`config.mk`:
```
export PLATFORM = sky130hd
export DESIGN_NAME = dma_start_ctrl
export DESIGN_NICKNAME = d
export VERILOG_FILES = /design/src/hdl/dma_flow_pkg.sv /design/src/hdl/dma_start_ctrl.sv /design/src/hdl/dma_wb_regs.sv
export SDC_FILE = /design/constraint.sdc
export NUM_CORES = 1
export LEC_CHECK = 0
export BUFFER_PORTS_ARGS = -buffer_cell sky130_fd_sc_hd__buf_2
export CAP_MARGIN = 20
export CORE_AREA = 2 2 88 90
export CTS_CLUSTER_DIAMETER = 80
export CTS_CLUSTER_SIZE = 10
export DETAILED_ROUTE_END_ITERATION = 7
export DIE_AREA = 0 0 90 92
export SLEW_MARGIN = 40
export SYNTH_ARGS = -nofsm -noshare
export SYNTH_HDL_FRONTEND = slang
export SYNTH_SLANG_ARGS = --single-unit
```
`constraint.sdc`:
```
create_clock -name clk_i -period 4.7 [get_ports clk_i]
set_clock_uncertainty 0.05 [all_clocks]
set_input_delay 1.175 -clock clk_i [delete_from_list [all_inputs] [get_ports clk_i]]
set_output_delay 1.175 -clock clk_i [all_outputs]
set_load 0.01 [all_outputs]
```
`src/hdl/dma_flow_pkg.sv`:
```
// constants and carriers for the bus-master dma start and flow control block
// assumes a single 50 MHz clock and a classic wishbone register port
package dma_flow_pkg;
	localparam int CLK_NS = 20;
	// register byte addresses
	localparam logic [3:0] ADDR_CTRL = 4'h0;
	localparam logic [3:0] ADDR_STATUS = 4'h4;
	localparam logic [3:0] ADDR_LEN = 4'h8;
	localparam logic [3:0] ADDR_WIN = 4'hC;
	// control field positions
	localparam int CTRL_GO = 0;
	localparam int CTRL_DIR_WR = 1;
	localparam int CTRL_STALL_STYLE = 2;
	localparam int CTRL_RECOVERY = 3;
	localparam logic [31:0] CTRL_RESET = 32'h0000_0000;
	localparam logic [7:0] LEN_RESET = 8'h01;
	localparam logic [2:0] WIN_RESET = 3'h0;
	// timing figures in clock cycles
	localparam int IRDY_MAX_CYC = 8;
	localparam int FRAME_AFTER_STALL = 2;
	localparam int IRDY_AFTER_RDVALID = 2;
	localparam int FRAME_MAX_AFTER_GNT = 16;
	localparam logic [4:0] CNT_ZERO = 5'h00;

	typedef enum logic [2:0] {
		ST_IDLE = 3'b000,
		ST_REQ = 3'b001,
		ST_BEGIN = 3'b010,
		ST_WAIT = 3'b011,
		ST_FRAME = 3'b100,
		ST_DATA = 3'b101,
		ST_END = 3'b110
	} dma_state_t;

	typedef struct packed {
		logic rd_hold;
		logic wr_hold;
		logic halt;
		logic stall;
		logic rd_valid;
		logic wr_ready;
	} backend_in_t;

	typedef struct packed {
		logic frame_n;
		logic irdy_n;
		logic req_n;
	} pci_drive_t;
endpackage : dma_flow_pkg

```
`src/hdl/dma_start_ctrl.sv`:
```
// bus-master dma start and flow control: hold, halt and stall handling, grant loss
// assumes backend inputs synchronous to clk_i and pci pins resolved outside
`timescale 1ns/1ns
// How it works
// no read starts under read hold, no write starts under write hold.
// window index output names the memory region the dma is using.
// backend muxes selected fifo flags onto the hold inputs by window index.
// read hold release raises bus request on the next cycle.
// write hold release starts the cycle with a bus request.
// releasing holds starts; halt with holds stops the transfer.
// frame withheld while start-delay input is high.
// backend gives valid or ready within eight cycles of begin without stall.
// irdy follows frame within eight cycles.
// backend raises start-delay together with the begin strobe.
// with style zero, frame comes two cycles after start-delay falls.
// in a stalled read, irdy comes two cycles after read valid.
// grant lost before frame aborts the cycle with a finish strobe.
// regrant restarts and refetches, unless recovery mode keeps data.
// request stays asserted after an abort until frame is driven.
// backend keeps begin-to-frame delay within sixteen cycles.
// frame follows grant within sixteen cycles.
// halt during a burst ends it after at most two words.
// held halt still starts a cycle but ends it after one word.
// all backend inputs are sampled on the rising clock edge.
module dma_start_ctrl (
	input wire logic clk_i,
	input wire logic rst_i,
	input wire logic wb_cyc_i,
	input wire logic wb_stb_i,
	input wire logic wb_we_i,
	input wire logic [3:0] wb_adr_i,
	input wire logic [3:0] wb_sel_i,
	input wire logic [31:0] wb_dat_i,
	output logic [31:0] wb_dat_o,
	output logic wb_ack_o,
	input wire dma_flow_pkg::backend_in_t be_i,
	input wire logic gnt_n_i,
	input wire logic trdy_n_i,
	output dma_flow_pkg::pci_drive_t pci_o,
	output logic initiator_engaged_o,
	output logic datapath_begin_o,
	output logic datapath_finish_o,
	output logic [2:0] window_o
);
	import dma_flow_pkg::*;

	initial begin
		if (IRDY_AFTER_RDVALID >= IRDY_MAX_CYC)
			$error("irdy spacing cannot exceed the frame-to-irdy limit");
	end

	logic [31:0] ctrl;
	logic [7:0] len;
	logic [2:0] win;
	logic done;
	dma_state_t state;
	dma_state_t next_state;
	logic [4:0] wait_cnt;
	logic [7:0] words;
	logic stalled;
	logic stall_q;
	logic rdv_q;
	logic data_kept;
	logic halted;
	logic [31:0] status;

	function automatic logic go_allowed(input logic wr, input backend_in_t b);
		go_allowed = wr ? !b.wr_hold : !b.rd_hold;
	endfunction : go_allowed

	// ----------------------------------------
	// register file
	// ----------------------------------------
	assign status = {24'h00_0000, halted, data_kept, stalled, state, 1'b0, ctrl[CTRL_GO]};

	dma_wb_regs u_regs (
		.clk_i(clk_i),
		.rst_i(rst_i),
		.wb_cyc_i(wb_cyc_i),
		.wb_stb_i(wb_stb_i),
		.wb_we_i(wb_we_i),
		.wb_adr_i(wb_adr_i),
		.wb_sel_i(wb_sel_i),
		.wb_dat_i(wb_dat_i),
		.wb_dat_o(wb_dat_o),
		.wb_ack_o(wb_ack_o),
		.status_i(status),
		.done_i(done),
		.ctrl_o(ctrl),
		.len_o(len),
		.win_o(win)
	);

	// ----------------------------------------
	// sequencer
	// ----------------------------------------
	logic wr_dir;
	logic be_ready;
	assign wr_dir = ctrl[CTRL_DIR_WR];
	assign be_ready = wr_dir ? be_i.wr_ready : be_i.rd_valid;

	always_comb begin
		next_state = state;
		case (state)
			ST_IDLE: begin
				if (ctrl[CTRL_GO] && go_allowed(wr_dir, be_i))
					next_state = ST_REQ;
			end
			ST_REQ: begin
				if (!gnt_n_i)
					next_state = ST_BEGIN;
			end
			ST_BEGIN: next_state = ST_WAIT;
			ST_WAIT: begin
				if (gnt_n_i)
					next_state = ST_REQ;
				else if (!be_i.stall && !stall_q)
					next_state = ST_FRAME;
			end
			ST_FRAME: next_state = ST_DATA;
			ST_DATA: begin
				if (!trdy_n_i && !pci_o.irdy_n && (words == 8'h01 || halted))
					next_state = ST_END;
			end
			ST_END: next_state = ST_IDLE;
			default: next_state = ST_IDLE;
		endcase
	end

	always_ff @(posedge clk_i) begin
		if (rst_i)
			state <= ST_IDLE;
		else
			state <= next_state;
	end

	// stall sampled at begin; delay of one flop gives frame two cycles after its fall
	always_ff @(posedge clk_i) begin
		if (rst_i) begin
			stall_q <= 1'b0;
			stalled <= 1'b0;
		end else begin
			stall_q <= be_i.stall;
			if (state == ST_BEGIN)
				stalled <= be_i.stall;
			else if (state == ST_IDLE)
				stalled <= 1'b0;
		end
	end

	// halt is sticky for the transfer so a later release cannot extend the burst
	always_ff @(posedge clk_i) begin
		if (rst_i)
			halted <= 1'b0;
		else if (state == ST_IDLE)
			halted <= 1'b0;
		else if (be_i.halt)
			halted <= 1'b1;
	end

	always_ff @(posedge clk_i) begin
		if (rst_i)
			words <= 8'h00;
		else if (state == ST_FRAME)
			words <= len;
		else if (state == ST_DATA && !trdy_n_i && !pci_o.irdy_n && words != 8'h00)
			words <= words - 8'h01;
	end

	// recovery mode keeps data fetched before an abort; otherwise it is fetched again
	always_ff @(posedge clk_i) begin
		if (rst_i)
			data_kept <= 1'b0;
		else if (state == ST_WAIT && gnt_n_i)
			data_kept <= ctrl[CTRL_RECOVERY];
		else if (state == ST_FRAME || state == ST_IDLE)
			data_kept <= 1'b0;
	end

	// one flop puts irdy two cycles after valid, the same count as frame after the stall fall
	always_ff @(posedge clk_i) begin
		if (rst_i)
			rdv_q <= 1'b0;
		else
			rdv_q <= be_ready;
	end

	always_ff @(posedge clk_i) begin
		if (rst_i)
			wait_cnt <= CNT_ZERO;
		else if (state == ST_FRAME)
			wait_cnt <= CNT_ZERO;
		else if (state == ST_DATA && pci_o.irdy_n)
			wait_cnt <= wait_cnt + 5'h01;
	end

	// ----------------------------------------
	// outputs
	// ----------------------------------------
	always_ff @(posedge clk_i) begin
		if (rst_i) begin
			pci_o <= '{frame_n: 1'b1, irdy_n: 1'b1, req_n: 1'b1};
			datapath_begin_o <= 1'b0;
			datapath_finish_o <= 1'b0;
			initiator_engaged_o <= 1'b0;
			window_o <= WIN_RESET;
		end else begin
			pci_o.req_n <= !(next_state == ST_REQ || next_state == ST_BEGIN || next_state == ST_WAIT);
			pci_o.frame_n <= !(next_state == ST_FRAME || (next_state == ST_DATA && !(halted && !pci_o.irdy_n)));
			// in a stalled transfer irdy held until backend valid or ready has been seen, or forced at the limit
			if (state == ST_FRAME || state == ST_DATA)
				pci_o.irdy_n <= !(rdv_q || !stalled || wait_cnt >= 5'(IRDY_MAX_CYC - 2))
				                || next_state == ST_END || next_state == ST_IDLE;
			else
				pci_o.irdy_n <= 1'b1;
			datapath_begin_o <= next_state == ST_BEGIN && !data_kept;
			datapath_finish_o <= (state == ST_WAIT && gnt_n_i) || next_state == ST_END;
			initiator_engaged_o <= next_state != ST_IDLE;
			window_o <= win;
		end
	end

	assign done = state == ST_END;
endmodule : dma_start_ctrl

```
`src/hdl/dma_wb_regs.sv`:
```
// wishbone classic register slave for the dma flow control block
// assumes a synchronous active-high reset and word-aligned accesses
`timescale 1ns/1ns
module dma_wb_regs (
	input wire logic clk_i,
	input wire logic rst_i,
	input wire logic wb_cyc_i,
	input wire logic wb_stb_i,
	input wire logic wb_we_i,
	input wire logic [3:0] wb_adr_i,
	input wire logic [3:0] wb_sel_i,
	input wire logic [31:0] wb_dat_i,
	output logic [31:0] wb_dat_o,
	output logic wb_ack_o,
	input wire logic [31:0] status_i,
	input wire logic done_i,
	output logic [31:0] ctrl_o,
	output logic [7:0] len_o,
	output logic [2:0] win_o
);
	import dma_flow_pkg::*;

	logic hit;
	assign hit = wb_cyc_i && wb_stb_i && !wb_ack_o;

	always_ff @(posedge clk_i) begin
		if (rst_i)
			wb_ack_o <= 1'b0;
		else
			wb_ack_o <= hit;
	end

	// go is cleared by hardware when the transfer ends; a software set in the same cycle wins
	always_ff @(posedge clk_i) begin
		if (rst_i) begin
			ctrl_o <= CTRL_RESET;
			len_o <= LEN_RESET;
			win_o <= WIN_RESET;
		end else begin
			if (done_i)
				ctrl_o[CTRL_GO] <= 1'b0;
			if (hit && wb_we_i && wb_sel_i[0]) begin
				case (wb_adr_i)
					ADDR_CTRL: ctrl_o[7:0] <= wb_dat_i[7:0];
					ADDR_LEN: len_o <= wb_dat_i[7:0];
					ADDR_WIN: win_o <= wb_dat_i[2:0];
					default: ;
				endcase
			end
		end
	end

	always_ff @(posedge clk_i) begin
		if (rst_i)
			wb_dat_o <= 32'h0000_0000;
		else if (hit && !wb_we_i) begin
			case (wb_adr_i)
				ADDR_CTRL: wb_dat_o <= ctrl_o;
				ADDR_STATUS: wb_dat_o <= status_i;
				ADDR_LEN: wb_dat_o <= {24'h00_0000, len_o};
				ADDR_WIN: wb_dat_o <= {29'h0000_0000, win_o};
				default: wb_dat_o <= 32'h0000_0000;
			endcase
		end
	end
endmodule : dma_wb_regs

```
==> run summary <==
Most frequent cells in the layout - dfxtp_1, nor2_1, buf_2
Setup Fix Bufs, Post-CTS - 0
Initial antenna violation count - 0
Rel. slew slack - 0.564
Top delay family on crit path - simple AND/OR/NAND/NOR gates
# DRC - 0
Final Cycle Share - 0.527
Ys async rst share - 0
Gate Count Post-Synth - 306
Post-synthesis average cell area - 9.27 um2
Register area - 1160 um2
Worst slew pin tran - 0.653 ns
Main synth FF type - dfxtp_1
Multiplexer share of the synthesized area - 0.107
Commonest non-fill, non-tap cell in the layout - dfxtp_1
Fillers - 757
WP data required - 4.88 ns
Starting density of the core - 0.381
Netlist cell types - 59
# hold bufs at CTS - 0
Largest family of logic cells by synthesized area - simple AND/OR/NAND/NOR gates
Num CTS Buffers - 9
Routability cong. - 0.858
Layout Nets - 400
Layout cells sized above 1 - 0.207
N_diodes - 0
Reg2reg setup slack - 2.46 ns
Hold WS - 0.428 ns
Critical path class - in2reg
Fin crit period - 2.48 ns
Initial DRC count - 94
Data arrival, critical path - 2.66 ns
Die height - 92 um
Adder-cell share of the synthesized area - 0.0221
Io pins - 95
Synthesized cell area - 2840 um2
Post-route ant nets - 0
Status - finished, final reports clean
Clk slew on worst S/H paths - 0.06 ns
Worst hold path type - reg2reg
Synth warn - 0
Vias per cell - 5.06
Vias in the first global route - 2075
CP Launch Type - input port
Wire per inst - 13.7 um
CTS tree - done
Setup total negative slack - 0 ns
Resize count post-CTS - 0
Post-Synth Simple-Gate Area - 0.200
WP buf/inv - 1
Clk root buf - clkbuf_8
Leak pwr - 1.36 nW
Pwr dens - 309 nW/um2
Die Span X - 90 um
Clk buf depth - 2
Endpoints failing setup - 0
Final HPWL DP - 4.30 mm
Core Area - 7450 um2
CP max FO - 12
Final core utilization - 0.430
DRT Pass-1 Iters - 4
Largest net degree at the start of global routing - 54
Synth Area in XOR/XNOR - 0.0124
Power Total - 992 uW
Fin. Hold Viols - 0
Unrepaired setup endpoints after global routing - no
Total grt overflow - 0
Later-pin clock latency in the skew report - 0.34 ns
CP cell instances - buf_2, nor2b_1, nand3_2, a211o_1
Register area share after synthesis - 0.410
Multi-input gate area - 1490 um2
Die Area - 8280 um2
Final Cell Area - 3210 um2
Synth Area in Compound Gates - 0.151
H-tree depth - 3
Tot GR Track Use - 0.149
EDFF count, synth - 0
Placed instance area - 3020 um2
Port Buffers - 43
First-pass GRT wire length - 9.75 mm
Via count - 2272
Setup crit end kind - register
Fmax - 404 MHz
Final WL - 6.13 mm
Max-cap viol count - 0
Max-slew violation count - 0
CP max-delay cell - nor2b_1
Sink Count - 58
Maximum vdd ir drop - 0.000114 V
Layout area overhead - 13.1%
Max incr delay on CP - 0.50 ns
Flops & latches, synth - 58
Rows - 32
[layer usage]
layer / vias to the layer above / routed length [um] / GRT usage / part of all wire
met4: 0 / 141 / 0.0833 / 0.023
met2: 62 / 2830 / 0.242 / 0.46
met3: 13 / 266 / 0.0345 / 0.043
li1: 1119 / - / - / -
met1: 1078 / 2890 / 0.182 / 0.47
met5: - / 0 / 0 / 0
[cells in the mapped netlist (2+ instances only)]
library cell,count,share of area
a22oi_1,10,0.026
nand2b_1,2,0.0044
dfxtp_1,58,0.41
buf_4,25,0.066
a31oi_1,5,0.011
nor2b_1,12,0.026
a2bb2oi_1,2,0.0062
o2bb2ai_1,5,0.015
a21oi_1,8,0.014
o21ai_0,7,0.012
ha_1,5,0.022
clkbuf_1,15,0.020
o311ai_0,2,0.0062
a211oi_1,3,0.0079
nand3_1,9,0.016
inv_1,6,0.0079
nand2_1,6,0.0079
or2_2,2,0.0044
xor2_1,3,0.0093
nor2_1,45,0.060
nor4_1,3,0.0066
mux2i_1,27,0.095
nand4_1,4,0.0088
or3_1,2,0.0044
nor3_1,6,0.011
[kinds of logic after synthesis]
logic type,Yosys count
AND/OR/NAND/NOR,106
flip-flops,58
AO/OA/AOI/OAI,56
buffers and inverters,47
multiplexers,29
adder cells (fa/ha/maj),5
XOR/XNOR,4
other,1
[registers in the layout, indices dropped and copies added (netlist names), 3 cells and up]
name and cells:
pci_o 3, u_regs.win_o 3, u_regs.wb_dat_o 8, words 8, u_regs.ctrl_o 8, u_regs.len_o 8
state 3, window_o 3, wait_cnt 5
[worst reg2reg max path, stage by stage (launching register included)]
cell and delay (ns):
dfxtp_1 0.74, or3b_4 0.51, a211o_4 0.33, o311ai_0 0.36
a31oi_1 0.12
[through the flow]
stage / setup slack (ns) / std cells
floorplan: 2.23 / 329
global placement: 1.86 / 433
detailed placement: 1.82 / 433
CTS: 2.17 / 449
global route: 2.13 / 449
finish: 2.22 / 449
[path summary, 6_finish.rpt]
check / start / end / cells past startpoint
max reg2reg: state[0]$_SDFF_PP0_ / words[6]$_SDFFE_PP0P_ / 4
max: wb_adr_i[3] / u_regs.len_o[0]$_SDFFE_PP1P_ / 4
min: u_regs.win_o[1]$_SDFFE_PP0P_ / window_o[1]$_SDFF_PP0_ / 1
min reg2reg: u_regs.win_o[1]$_SDFFE_PP0P_ / window_o[1]$_SDFF_PP0_ / 1
[power breakdown]
part	switching (mW)	internal, mW
combinational	0.0415	0.0232
sequential	0.00720	0.497
clock	0.189	0.233
[layout make-up]
| cell class | instances | share of cell area |
|---|---|---|
| Clock buffer | 14 | 0.0539 |
| Clock inverter | 2 | 0.00312 |
| Tap cell | 102 | 0.0398 |
| Timing Repair Buffer | 43 | 0.0679 |
| Sequential cell | 58 | 0.362 |
| Inverter | 6 | 0.00703 |
| Multi-Input combinational cell | 224 | 0.466 |
No activity file was read; power rests on OpenSTA's default activity.
